**src/hdl/acc_pkg.sv**
```systemverilog
package acc_pkg;

  // Register indices as printed; the byte address is four times the index.
  localparam logic [7:0] ACC_IDX_CTRL_STATUS  = 8'h50;
  localparam logic [7:0] ACC_IDX_CONV_CTRL_B  = 8'h7b;
  localparam logic [7:0] ACC_IDX_PIN_IN_OFF   = 8'h7f;
  localparam logic [7:0] ACC_IDX_AUX_CTRL     = 8'h80;
  localparam logic [7:0] ACC_IDX_IRQ_STATUS   = 8'h81;
  localparam logic [7:0] ACC_IDX_IRQ_MASK     = 8'h82;

  // Field positions in the comparator control and status register.
  localparam int ACC_BIT_POWER_OFF      = 7;
  localparam int ACC_BIT_BANDGAP_SEL    = 6;
  localparam int ACC_BIT_OUTPUT         = 5;
  localparam int ACC_BIT_EVENT_FLAG     = 4;
  localparam int ACC_BIT_IRQ_ENABLE     = 3;
  localparam int ACC_BIT_CAPTURE_ROUTE  = 2;
  localparam int ACC_BIT_MODE_HI        = 1;
  localparam int ACC_BIT_MODE_LO        = 0;

  // Field position in converter control register B.
  localparam int ACC_BIT_MUX_NEG_ENABLE = 6;

  // Field positions in the auxiliary control register.
  localparam int ACC_BIT_CONV_ENABLE    = 0;
  localparam int ACC_BIT_CHAN_LO        = 1;
  localparam int ACC_BIT_CHAN_HI        = 3;
  localparam int ACC_BIT_GLOBAL_IRQ     = 4;
  localparam int ACC_BIT_CONV_PWR_RED   = 5;

  // Field position shared by the interrupt status and mask registers.
  localparam int ACC_BIT_IRQ_COMPARE    = 0;

  // Reset values.
  localparam logic [7:0] ACC_RST_CTRL_STATUS = 8'h00;
  localparam logic       ACC_RST_MUX_NEG     = 1'b0;
  localparam logic [1:0] ACC_RST_PIN_IN_OFF  = 2'h0;
  localparam logic [5:0] ACC_RST_AUX_CTRL    = 6'h00;

  // Negative input source code driven to the analog switch; eight means the pin.
  localparam logic [3:0] ACC_NEG_SRC_PIN     = 4'h8;

  // AXI response codes.
  localparam logic [1:0] ACC_RESP_OKAY   = 2'h0;
  localparam logic [1:0] ACC_RESP_SLVERR = 2'h2;

  // Event mode selection.
  typedef enum logic [1:0] {
    ACC_MODE_TOGGLE   = 2'h0,
    ACC_MODE_RESERVED = 2'h1,
    ACC_MODE_FALLING  = 2'h2,
    ACC_MODE_RISING   = 2'h3
  } acc_mode_type;

endpackage

```
**src/hdl/acc_sync2.sv**
```systemverilog
`timescale 1ns/1ps

// Two-stage synchroniser; the first stage feeds only the second.
module acc_sync2 (
  // Clock and reset
  input  wire logic aclk,
  input  wire logic aresetn,
  // Data
  input  wire logic async_in,
  output logic      sync_out
);

  logic meta_q;

  // Both stages reset to zero so the output starts low.
  always_ff @(posedge aclk) begin
    if (!aresetn) begin
      meta_q   <= 1'b0;
      sync_out <= 1'b0;
    end else begin
      meta_q   <= async_in;
      sync_out <= meta_q;
    end
  end

endmodule

```
**src/hdl/acc_top.sv**
```systemverilog
`timescale 1ns/1ps

// Notes on behaviour
// - The raw result is high when the comparator is powered and the chosen positive level is above the chosen negative level, else low.
// - The raw result passes a synchroniser before it shows as the read-only output bit, one to two cycles late.
// - With the mux enable set, the converter off and its power reduction bit clear, channel N feeds the negative input, else the negative pin.
// - The mux enable lives in bit 6 of converter control register B, read-write, reset to zero.
// - The bandgap select bit swaps the positive pin for the internal bandgap level.
// - Writing one to the disable bit powers the comparator off, at any time.
// - The event mode picks toggle (0), reserved (1), falling edge (2) or rising edge (3).
// - Hardware sets the event flag in bit 4 when the synchronised output shows the chosen event.
// - The flag clears when its interrupt vector is taken, or when software writes a one to it.
// - The interrupt is requested only while the flag, its enable in bit 3 and the global enable are all one.
// - With the capture route bit 2 set, the output feeds the timer capture front end, else nothing does.
// - A set pin input-off bit kills that pin's digital input and makes its pin-read bit zero.
// - The converter enable bit shows the converter is on and takes its mux from the comparator.
module acc_top #(
  parameter int LEVEL_WIDTH   = 8,
  parameter int ADDR_WIDTH    = 12,
  parameter logic [7:0] BANDGAP_LEVEL = 8'h80
) (
  // Clock and reset
  input  wire logic                        aclk,
  input  wire logic                        aresetn,
  // AXI4-Lite write address
  input  wire logic                        s_axi_awvalid,
  output logic                             s_axi_awready,
  input  wire logic [ADDR_WIDTH-1:0]       s_axi_awaddr,
  input  wire logic [2:0]                  s_axi_awprot,
  // AXI4-Lite write data
  input  wire logic                        s_axi_wvalid,
  output logic                             s_axi_wready,
  input  wire logic [31:0]                 s_axi_wdata,
  input  wire logic [3:0]                  s_axi_wstrb,
  // AXI4-Lite write response
  output logic                             s_axi_bvalid,
  input  wire logic                        s_axi_bready,
  output logic [1:0]                       s_axi_bresp,
  // AXI4-Lite read address
  input  wire logic                        s_axi_arvalid,
  output logic                             s_axi_arready,
  input  wire logic [ADDR_WIDTH-1:0]       s_axi_araddr,
  input  wire logic [2:0]                  s_axi_arprot,
  // AXI4-Lite read data
  output logic                             s_axi_rvalid,
  input  wire logic                        s_axi_rready,
  output logic [31:0]                      s_axi_rdata,
  output logic [1:0]                       s_axi_rresp,
  // Digitised analog levels
  input  wire logic [LEVEL_WIDTH-1:0]      positive_input_pin,
  input  wire logic [LEVEL_WIDTH-1:0]      negative_input_pin,
  input  wire logic [8*LEVEL_WIDTH-1:0]    converter_channel_pins,
  // Port pin reads of the two comparator pins
  input  wire logic [1:0]                  pin_raw_in,
  output logic [1:0]                       pin_read_out,
  // Interrupt vector acknowledge and request
  input  wire logic                        irq_vector_taken,
  output logic                             irq,
  // Analog and neighbour controls
  output logic                             comparator_power_off,
  output logic                             bandgap_positive_select,
  output logic [3:0]                       negative_source_select,
  output logic [1:0]                       pin_digital_input_off,
  output logic                             converter_power_reduction,
  output logic                             capture_trigger
);

  import acc_pkg::*;

  if (LEVEL_WIDTH < 1 || LEVEL_WIDTH > 8) begin : g_bad_level
    $error("acc_top: LEVEL_WIDTH must lie between 1 and 8");
  end
  if (ADDR_WIDTH < 11) begin : g_bad_addr
    $error("acc_top: ADDR_WIDTH must be at least 11");
  end

  // Register state.
  logic                   power_off_q;
  logic                   bandgap_sel_q;
  logic                   event_flag_q;
  logic                   irq_enable_q;
  logic                   capture_route_q;
  logic [1:0]             mode_q;
  logic                   mux_neg_enable_q;
  logic [1:0]             pin_in_off_q;
  logic                   conv_enable_q;
  logic [2:0]             chan_select_q;
  logic                   global_irq_q;
  logic                   conv_pwr_red_q;

  // Comparator datapath.
  logic [LEVEL_WIDTH-1:0] pos_level;
  logic [LEVEL_WIDTH-1:0] neg_level;
  logic                   use_channel;
  logic                   raw_result;
  logic                   out_sync;
  logic                   out_prev_q;
  logic                   event_hit;

  // Bus slave state.
  logic                   aw_full_q;
  logic                   w_full_q;
  logic [7:0]             aw_index_q;
  logic                   aw_aligned_q;
  logic [7:0]             wdata_q;
  logic                   wlane_q;
  logic                   do_write;
  logic                   wr_ctrl;
  logic                   wr_irq_status;
  logic                   wr_irq_mask;
  logic                   wr_mapped;
  logic                   flag_clear;
  logic [7:0]             ar_index;
  logic                   ar_mapped;
  logic [7:0]             read_byte;

  // Positive side is the pin or the bandgap level.
  assign pos_level = bandgap_sel_q ? BANDGAP_LEVEL[LEVEL_WIDTH-1:0] : positive_input_pin;

  // The converter mux serves the comparator only while the converter is off and not power-gated.
  assign use_channel = mux_neg_enable_q && !conv_enable_q && !conv_pwr_red_q;

  // Negative side is the selected channel or the pin.
  assign neg_level = use_channel ?
                     converter_channel_pins[chan_select_q*LEVEL_WIDTH +: LEVEL_WIDTH] :
                     negative_input_pin;

  // A powered-off comparator is held low so it cannot create events on its own.
  assign raw_result = !power_off_q && (pos_level > neg_level);

  // Synchronise the raw result before anything digital looks at it.
  acc_sync2 u_sync (
    .aclk     (aclk),
    .aresetn  (aresetn),
    .async_in (raw_result),
    .sync_out (out_sync)
  );

  // Previous output sample for edge detection.
  always_ff @(posedge aclk) begin
    if (!aresetn) begin
      out_prev_q <= 1'b0;
    end else begin
      out_prev_q <= out_sync;
    end
  end

  // One compare per clock gives at most one event per clock; the reserved mode never fires.
  always_comb begin
    case (acc_mode_type'(mode_q))
      ACC_MODE_TOGGLE:  event_hit = out_sync != out_prev_q;
      ACC_MODE_FALLING: event_hit = out_prev_q && !out_sync;
      ACC_MODE_RISING:  event_hit = !out_prev_q && out_sync;
      default:          event_hit = 1'b0;
    endcase
  end

  // Write decode; only byte lane 0 carries register data.
  assign do_write      = aw_full_q && w_full_q && !s_axi_bvalid;
  assign wr_ctrl       = do_write && aw_aligned_q && wlane_q && (aw_index_q == ACC_IDX_CTRL_STATUS);
  assign wr_irq_status = do_write && aw_aligned_q && wlane_q && (aw_index_q == ACC_IDX_IRQ_STATUS);
  assign wr_irq_mask   = do_write && aw_aligned_q && wlane_q && (aw_index_q == ACC_IDX_IRQ_MASK);
  assign wr_mapped     = aw_aligned_q && (aw_index_q == ACC_IDX_CTRL_STATUS || aw_index_q == ACC_IDX_CONV_CTRL_B ||
                                         aw_index_q == ACC_IDX_PIN_IN_OFF || aw_index_q == ACC_IDX_AUX_CTRL ||
                                         aw_index_q == ACC_IDX_IRQ_STATUS || aw_index_q == ACC_IDX_IRQ_MASK);

  // A one written to the flag in either view clears it, as does taking the vector.
  assign flag_clear = (wr_ctrl && wdata_q[ACC_BIT_EVENT_FLAG]) ||
                      (wr_irq_status && wdata_q[ACC_BIT_IRQ_COMPARE]) ||
                      irq_vector_taken;

  // Event flag; a new event in the clearing cycle wins so no event is lost.
  always_ff @(posedge aclk) begin
    if (!aresetn) begin
      event_flag_q <= ACC_RST_CTRL_STATUS[ACC_BIT_EVENT_FLAG];
    end else if (event_hit) begin
      event_flag_q <= 1'b1;
    end else if (flag_clear) begin
      event_flag_q <= 1'b0;
    end
  end

  // Comparator control fields; the mode and disable bits change without guard, software masks first.
  always_ff @(posedge aclk) begin
    if (!aresetn) begin
      power_off_q     <= ACC_RST_CTRL_STATUS[ACC_BIT_POWER_OFF];
      bandgap_sel_q   <= ACC_RST_CTRL_STATUS[ACC_BIT_BANDGAP_SEL];
      irq_enable_q    <= ACC_RST_CTRL_STATUS[ACC_BIT_IRQ_ENABLE];
      capture_route_q <= ACC_RST_CTRL_STATUS[ACC_BIT_CAPTURE_ROUTE];
      mode_q          <= ACC_RST_CTRL_STATUS[ACC_BIT_MODE_HI:ACC_BIT_MODE_LO];
    end else if (wr_ctrl) begin
      power_off_q     <= wdata_q[ACC_BIT_POWER_OFF];
      bandgap_sel_q   <= wdata_q[ACC_BIT_BANDGAP_SEL];
      irq_enable_q    <= wdata_q[ACC_BIT_IRQ_ENABLE];
      capture_route_q <= wdata_q[ACC_BIT_CAPTURE_ROUTE];
      mode_q          <= wdata_q[ACC_BIT_MODE_HI:ACC_BIT_MODE_LO];
    end else if (wr_irq_mask) begin
      irq_enable_q    <= wdata_q[ACC_BIT_IRQ_COMPARE];
    end
  end

  // Mux enable in converter control register B; other bits of it belong to the converter.
  always_ff @(posedge aclk) begin
    if (!aresetn) begin
      mux_neg_enable_q <= ACC_RST_MUX_NEG;
    end else if (do_write && aw_aligned_q && wlane_q && aw_index_q == ACC_IDX_CONV_CTRL_B) begin
      mux_neg_enable_q <= wdata_q[ACC_BIT_MUX_NEG_ENABLE];
    end
  end

  // Pin digital input disables.
  always_ff @(posedge aclk) begin
    if (!aresetn) begin
      pin_in_off_q <= ACC_RST_PIN_IN_OFF;
    end else if (do_write && aw_aligned_q && wlane_q && aw_index_q == ACC_IDX_PIN_IN_OFF) begin
      pin_in_off_q <= wdata_q[1:0];
    end
  end

  // Neighbour bits that steer the mux and the interrupt gate.
  always_ff @(posedge aclk) begin
    if (!aresetn) begin
      conv_enable_q  <= ACC_RST_AUX_CTRL[ACC_BIT_CONV_ENABLE];
      chan_select_q  <= ACC_RST_AUX_CTRL[ACC_BIT_CHAN_HI:ACC_BIT_CHAN_LO];
      global_irq_q   <= ACC_RST_AUX_CTRL[ACC_BIT_GLOBAL_IRQ];
      conv_pwr_red_q <= ACC_RST_AUX_CTRL[ACC_BIT_CONV_PWR_RED];
    end else if (do_write && aw_aligned_q && wlane_q && aw_index_q == ACC_IDX_AUX_CTRL) begin
      conv_enable_q  <= wdata_q[ACC_BIT_CONV_ENABLE];
      chan_select_q  <= wdata_q[ACC_BIT_CHAN_HI:ACC_BIT_CHAN_LO];
      global_irq_q   <= wdata_q[ACC_BIT_GLOBAL_IRQ];
      conv_pwr_red_q <= wdata_q[ACC_BIT_CONV_PWR_RED];
    end
  end

  // Registered outputs toward the analog block, the timer and the port.
  always_ff @(posedge aclk) begin
    if (!aresetn) begin
      irq                       <= 1'b0;
      comparator_power_off      <= 1'b0;
      bandgap_positive_select   <= 1'b0;
      negative_source_select    <= ACC_NEG_SRC_PIN;
      pin_digital_input_off     <= 2'h0;
      converter_power_reduction <= 1'b0;
      capture_trigger           <= 1'b0;
      pin_read_out              <= 2'h0;
    end else begin
      irq                       <= event_flag_q && irq_enable_q && global_irq_q;
      comparator_power_off      <= power_off_q;
      bandgap_positive_select   <= bandgap_sel_q;
      negative_source_select    <= use_channel ? {1'b0, chan_select_q} : ACC_NEG_SRC_PIN;
      pin_digital_input_off     <= pin_in_off_q;
      converter_power_reduction <= conv_pwr_red_q;
      capture_trigger           <= capture_route_q && out_sync;
      pin_read_out              <= pin_raw_in & ~pin_in_off_q;
    end
  end

  // Write address and data are taken in either order and held until the response is accepted.
  always_ff @(posedge aclk) begin
    if (!aresetn) begin
      aw_full_q     <= 1'b0;
      aw_index_q    <= 8'h00;
      aw_aligned_q  <= 1'b0;
      s_axi_awready <= 1'b0;
    end else if (s_axi_awvalid && s_axi_awready) begin
      aw_full_q     <= 1'b1;
      aw_index_q    <= s_axi_awaddr[9:2];
      aw_aligned_q  <= (s_axi_awaddr[1:0] == 2'h0) && (s_axi_awaddr[ADDR_WIDTH-1:10] == '0);
      s_axi_awready <= 1'b0;
    end else if (s_axi_bvalid && s_axi_bready) begin
      aw_full_q     <= 1'b0;
      s_axi_awready <= 1'b1;
    end else if (!aw_full_q) begin
      s_axi_awready <= 1'b1;
    end
  end

  // Write data capture.
  always_ff @(posedge aclk) begin
    if (!aresetn) begin
      w_full_q     <= 1'b0;
      wdata_q      <= 8'h00;
      wlane_q      <= 1'b0;
      s_axi_wready <= 1'b0;
    end else if (s_axi_wvalid && s_axi_wready) begin
      w_full_q     <= 1'b1;
      wdata_q      <= s_axi_wdata[7:0];
      wlane_q      <= s_axi_wstrb[0];
      s_axi_wready <= 1'b0;
    end else if (s_axi_bvalid && s_axi_bready) begin
      w_full_q     <= 1'b0;
      s_axi_wready <= 1'b1;
    end else if (!w_full_q) begin
      s_axi_wready <= 1'b1;
    end
  end

  // Write response one cycle after both halves are held; unmapped addresses answer SLVERR.
  always_ff @(posedge aclk) begin
    if (!aresetn) begin
      s_axi_bvalid <= 1'b0;
      s_axi_bresp  <= ACC_RESP_OKAY;
    end else if (do_write) begin
      s_axi_bvalid <= 1'b1;
      s_axi_bresp  <= wr_mapped ? ACC_RESP_OKAY : ACC_RESP_SLVERR;
    end else if (s_axi_bready) begin
      s_axi_bvalid <= 1'b0;
    end
  end

  // Read decode; reserved bits read as zero and reads have no side effects.
  assign ar_index  = s_axi_araddr[9:2];
  assign ar_mapped = (s_axi_araddr[1:0] == 2'h0) && (s_axi_araddr[ADDR_WIDTH-1:10] == '0);

  always_comb begin
    read_byte = 8'h00;
    if (ar_mapped) begin
      case (ar_index)
        ACC_IDX_CTRL_STATUS: read_byte = {power_off_q, bandgap_sel_q, out_sync, event_flag_q,
                                          irq_enable_q, capture_route_q, mode_q};
        ACC_IDX_CONV_CTRL_B: read_byte = {1'b0, mux_neg_enable_q, 6'h00};
        ACC_IDX_PIN_IN_OFF:  read_byte = {6'h00, pin_in_off_q};
        ACC_IDX_AUX_CTRL:    read_byte = {2'h0, conv_pwr_red_q, global_irq_q, chan_select_q, conv_enable_q};
        ACC_IDX_IRQ_STATUS:  read_byte = {7'h00, event_flag_q};
        ACC_IDX_IRQ_MASK:    read_byte = {7'h00, irq_enable_q};
        default:             read_byte = 8'h00;
      endcase
    end
  end

  // Read channel answers one cycle after the address is taken.
  always_ff @(posedge aclk) begin
    if (!aresetn) begin
      s_axi_arready <= 1'b0;
      s_axi_rvalid  <= 1'b0;
      s_axi_rdata   <= 32'h0000_0000;
      s_axi_rresp   <= ACC_RESP_OKAY;
    end else if (s_axi_arvalid && s_axi_arready) begin
      s_axi_arready <= 1'b0;
      s_axi_rvalid  <= 1'b1;
      s_axi_rdata   <= {24'h00_0000, read_byte};
      s_axi_rresp   <= (ar_mapped && (ar_index == ACC_IDX_CTRL_STATUS || ar_index == ACC_IDX_CONV_CTRL_B ||
                        ar_index == ACC_IDX_PIN_IN_OFF || ar_index == ACC_IDX_AUX_CTRL ||
                        ar_index == ACC_IDX_IRQ_STATUS || ar_index == ACC_IDX_IRQ_MASK)) ?
                       ACC_RESP_OKAY : ACC_RESP_SLVERR;
    end else if (s_axi_rvalid && s_axi_rready) begin
      s_axi_rvalid  <= 1'b0;
      s_axi_arready <= 1'b1;
    end else if (!s_axi_rvalid) begin
      s_axi_arready <= 1'b1;
    end
  end

endmodule

```
**config.mk**
```make
export PLATFORM = sky130hd
export DESIGN_NAME = acc_top
export DESIGN_NICKNAME = d
export VERILOG_FILES = /design/src/hdl/acc_pkg.sv /design/src/hdl/acc_sync2.sv /design/src/hdl/acc_top.sv
export SDC_FILE = /design/constraint.sdc
export NUM_CORES = 1
export LEC_CHECK = 0
export BUFFER_PORTS_ARGS = -buffer_cell sky130_fd_sc_hd__buf_2
export CORE_MARGIN = 1.5
export CORE_UTILIZATION = 45
export DETAILED_ROUTE_END_ITERATION = 16
export GPL_TIMING_DRIVEN = 0
export PLACE_DENSITY = 0.94
export SLEW_MARGIN = 10
export SYNTH_ARGS = -nofsm -noshare
export SYNTH_HDL_FRONTEND = slang
export SYNTH_SLANG_ARGS = --single-unit
```
**constraint.sdc**
```tcl
create_clock -name aclk -period 6.2 [get_ports aclk]
set_input_delay 0.93 -clock aclk [delete_from_list [all_inputs] [get_ports aclk]]
set_output_delay 0.93 -clock aclk [all_outputs]
set_load 0.01 [all_outputs]
```
# --- Word-level counts from Yosys, hierarchy flattened ---
# Index checks and enable logic that the tools add are counted.
op_classes:
  n_lt_le_gt_ge: 1
  eq_ne: 18
  n_reduce_logical: 62
  shift: 1
  bitwise: 3
  n_mux: 25
ops:
  columns: ["cell", "count"]
  rows:
  - ["$shiftx 64x7->8", 1]
  - ["$eq 8x7->1 const B", 6]
  - ["$eq 8x8->1 const B", 6]
  - ["$pmux 8 s6", 1]
  - ["$logic_and 1x1->1", 29]
  - ["$mux 8", 3]
  - ["$mux 1", 17]
  - ["$logic_or 1x1->1", 12]
  - ["$reduce_bool 2->1", 6]
  - ["$logic_not 2->1", 5]
  - ["$gt 8x8->1", 1]
  - ["$logic_not 1->1", 6]
  - ["$ne 2x1->1 const B", 3]
  - ["$reduce_or 2->1", 3]
  - ["$eq 2x2->1 const B", 2]
  - ["$mux 2", 2]
  - ["$mux 4", 1]
  - ["$pmux 1 s3", 1]
  - ["$and 2x2->2", 1]
  - ["$not 2->2", 1]
  - ["$reduce_and 2->1", 1]
  - ["$ne 1x1->1", 1]
  - ["$not 1->1", 1]
totals:
  wordCells: 148
  in_bits: 156
  regBits: 69

# --- Logic depth before layout (Yosys ltp) ---
depth:
  depth_word: 10
  depth_mapped: 11
  ltp_nobuf: 10

# --- Modules after synthesis ---
# A second synthesis with hierarchy kept.
unflattened:
  hier_cells: 402
  hier_area_um2: 3771.1
modules_own_cells:
  columns: ["mod", "area_each_um2", "seq_area_each_um2", "instances", "cells_each"]
  rows:
  - ["acc_top", 3718.6, 1301.2, 1, 398]
  - ["acc_sync2", 52.6, 40.0, 1, 4]

# --- Worst setup path before layout ---
# No wires, ideal clock.
synth_path:
  kind: "input port to flip-flop"
  from: "input converter_channel_pins[57]"
  to: "register u_sync.meta_q"
  arrival_ps: 2484
  path_buffers: 0
  setup_ps: 120
  path_slack_ps: 3597
  path_stages: 10
  cell_sequence: "mux4_2 > mux2i_1 > nand2_1 > o21ai_0 > ha_1 > nor2b_1 > o21a_1 > o21a_1 > o21bai_1 > a21oi_1"
synth_via:
  elab_chain_cells: 4
synth_lines:
  columns: ["item", "line", "source"]
  rows:
  - ["start, declared", "acc_top.sv:52", "input wire logic [8*LEVEL_WIDTH-1:0] converter_channel_pins,"]
  - ["$shiftx 64x7->8", "acc_top.sv:125", "converter_channel_pins[chan_select_q*LEVEL_WIDTH +: LEVEL_WIDTH] :"]
  - ["$mux 8", "acc_top.sv:124", "assign neg_level = use_channel ?"]
  - ["$gt 8x8->1", "acc_top.sv:129", "assign raw_result = !power_off_q && (pos_level > neg_level);"]
  - ["$logic_and 1x1->1", "acc_top.sv:129", null]
  - ["end signal, assigned", "acc_sync2.sv:21", "meta_q <= async_in;"]
  - ["end, declared", "acc_sync2.sv:13", "logic meta_q;"]
# No other way between the ends.
# A chain may end at the register's enable or synchronous reset.

# --- Final worst setup path ---
layout_path:
  from: "register chan_select_q[1]"
  to: "register u_sync.meta_q"
layout_via:
  elab_chain_cells: 4
layout_lines:
  columns: ["item", "line", "source"]
  rows:
  - ["start, declared", "acc_top.sv:87", "logic [2:0] chan_select_q;"]
  - ["start signal, assigned", "acc_top.sv:224", "chan_select_q <= ACC_RST_AUX_CTRL[ACC_BIT_CHAN_HI:ACC_BIT_CHAN_LO];"]
  - ["start signal, assigned", "acc_top.sv:229", "chan_select_q <= wdata_q[ACC_BIT_CHAN_HI:ACC_BIT_CHAN_LO];"]
  - ["$shiftx 64x7->8", "acc_top.sv:125", null]
  - ["$mux 8", "acc_top.sv:124", null]
  - ["$gt 8x8->1", "acc_top.sv:129", null]
  - ["$logic_and 1x1->1", "acc_top.sv:129", null]
# No other way between the ends.

==> impl_metrics.ini <==
[floorplanning]
rows = 32
chipWidth_um = 93.3
fp.dieArea_sq_um = 8710
pin_count = 210
die_height_um = 93.3
start_util_pct = 47.0
coreArea_sq_um = 7810

[final_layout]
diodes = 0
fillCellCount = 695
drive_above_1_share_pct = 36.3
final_nets = 752
fin_area_sq_um = 4820
syn_to_final_growth_pct = 31.3

[worst_setup_path]
worstRegToRegCells = 10
worstSetupStartpointType = flip-flop
cp_max_fo = 10
r2r_slack_ps = 3200
arrival_ps = 3230
crit_type = reg -> reg
r2r_end = u_sync.meta_q
rr_startpoint = chan_select_q[1]
cp-end-kind = flip-flop
crit_required_ps = 6430

[global_route]
grt_usage_pct = 25.2
grt_pass1_vias = 3597
antenna_found_initial = 0
grt_max_degree = 11
overflow = 0
grt_pass1_wl_um = 16700

[route]
drtPass1Iterations = 5
drt_iter0_markers = 211
wl_um = 10900
vias = 3579
ant_nets = 0
route.detailed.drc = 0
routedWlPerCell_um = 15.8
viasPerCell = 5.17

[timing]
setup_violations = 0
layout_worst_path_cycle_share_pct = 48.4
fin_skew_ps = 7.41
drv_slew = 0
rsz0062_at_grt = no
worst_slack_ps = 3200
min_period_ps = 3000
fmax_ghz = 0.333
hold_viol = 0
tightest_slew_ps = 770
tns_ps = 0
maxSlewHeadroom_pct = 48.7

[placement]
place_ws_ps = 3240
port_buffers = 150
placed_area_sq_um = 4640
place.gp.congestion = 0.924
hpwl_um = 8800

[logic_synthesis]
ys_seq_area_share_pct = 36.5
async_flop_share_pct = 0
synth_area_sq_um = 3670
ys_warn_count = 0
synth_edf_count = 0
ys.flop_type = dfxtp_1
ys_ff_latch = 67
syn_avg_cell_area_sq_um = 9.17
synth_cells = 400
ys_types = 50

[power_and_ir_drop]
peakVddDrop_v = 0.000195
powerDensity_nw_per_um2 = 193
p_leak_nw = 2.25

[cts]
cts_tree = yes
clock_path_buffers = 2
clock_latency_ps = 350
root_buffer = clkbuf_8
cts_max_level = 3
numCtsBuffers = 9
post-cts-setup-buffers = 0
path_clk_slew_ps = 70
cts_resized = 0
cts_num_sinks = 67
hold_buffers = 0

[hold_path]
min_path_type = reg -> reg
holdCritStartpoint = u_sync.meta_q
whs_path_depth = 1
hold_end = u_sync.sync_out

[run]
cap_viol_max_count = 0

[status]
status = completed
-- layout by cell type, fill, tap and decap left out, types with 3 or more instances in the layout --
master    instances
or3_1             4
a32o_1            3
nor2b_1          22
nand3_1           3
a22oi_1           4
nand2_1          74
nor2_1           14
nand4_1           7
clkbuf_1         19
nor3b_1           3
conb_1           26
mux2i_1          23
o21ai_0          19
a21boi_0         22
dfxtp_1          67
buf_2           152
o21a_1            4
mux4_2           16
and3_1            6
clkbuf_8          9
inv_1             5
buf_4            26
a21oi_1           8
and2_1            9
ha_1             10
-- per-layer routing --
metal  wire [um]  vias to the layer above  GRT usage, %
met1        3960                     1623          25.8
li1            -                     1738             -
met3         904                       29          4.88
met5           0                        -             0
met4         337                        0          12.6
met2        5720                      189          47.9
-- registers in the layout (all words and copies together) (netlist names), 2 cells and up --
signal / cells
wdata_q: 8
aw_index_q: 8
chan_select_q: 3
negative_source_select: 4
pin_in_off_q: 2
s_axi_rdata: 8
pin_digital_input_off: 2
pin_read_out: 2
mode_q: 2
-- power breakdown --
group	internal (mW)	leakage [nW]	switching [mW]	total (mW)
clock	0.183	0.0902	0.159	0.341
sequential	0.442	0.544	0.00968	0.452
combinational	0.0721	1.61	0.0644	0.137
total	0.697	2.25	0.233	0.930
-- how the worst max path moves through the flow --
stage          slack [ps]       endpoint                        from
5_1_grt              3050  u_sync.meta_q            chan_select_q[1]
3_3_place_gp         3290  u_sync.meta_q  converter_channel_pins[57]
4_1_cts              3230  u_sync.meta_q            chan_select_q[1]
2_1_floorplan        3600  u_sync.meta_q  converter_channel_pins[57]
6_report             3200  u_sync.meta_q            chan_select_q[1]
3_5_place_dp         3240  u_sync.meta_q  converter_channel_pins[57]
-- metrics by stage --
| stage | util, % | std cells | power, mW | hold WS (ps) |
|---|---|---|---|---|
| floorplan | - | 425 | 0.533 | 410 |
| detailed placement | 59.5 | 677 | 0.596 | 423 |
| global placement | 59.5 | 677 | 0.589 | 433 |
| finish | 61.7 | 692 | 0.930 | 436 |
| CTS | 61.7 | 692 | 0.931 | 441 |
| global route | 61.7 | 692 | 0.964 | 445 |
-- kinds of logic (layout without fill, tap and decap cells) --
kind of cell               Yosys count  after routing  share of synthesized area [%]
AOI/OAI and AO/OA                   73             73                           13.7
adders and majority gates           10             10                           3.41
buffers and inverters               51            216                           8.15
DFF                                 67             67                           36.5
muxes                               40             40                           16.4
other                                1             26                          0.102
and+or+nand+nor                    158            158                           21.7
-- Yosys cell counts, drive strengths merged (8+ instances only) --
| master | instances | area share (%) |
|---|---|---|
| mux4 | 16 | 9.8 |
| clkbuf | 16 | 1.6 |
| nor2 | 14 | 1.4 |
| and2 | 9 | 1.5 |
| o21ai | 20 | 2.8 |
| a21boi | 22 | 4.5 |
| ha | 10 | 3.4 |
| buf | 30 | 6.0 |
| mux2i | 23 | 6.3 |
| a21oi | 8 | 1.1 |
| nor2b | 22 | 3.8 |
| dfxtp | 67 | 37 |
| nand2 | 74 | 7.6 |
-- worst max-delay path: stages, from the launching register on --
cell and delay [ps]:
dfxtp_1 310, clkbuf_1 430, buf_1 530, mux4_2 410, mux2i_1 160, nand2_1 70, o21ai_0 220, ha_1 340
a21o_1 160, a21oi_1 150, a21oi_1 110
-- cell type report --
| class | count | area [sq um] | share of cell area (%) |
|---|---|---|---|
| Sequential cell | 67 | 1340 | 27.8 |
| Multi-Input combinational cell | 307 | 2120 | 44.1 |
| Buffer | 46 | 280 | 5.82 |
| Clock buffer | 12 | 135 | 2.81 |
| Clock inverter | 3 | 40.0 | 0.831 |
| Inverter | 5 | 18.8 | 0.390 |
| Timing Repair Buffer | 150 | 751 | 15.6 |
| Tap cell | 102 | 128 | 2.65 |
Note: power is estimated with default switching activity, not from simulation.
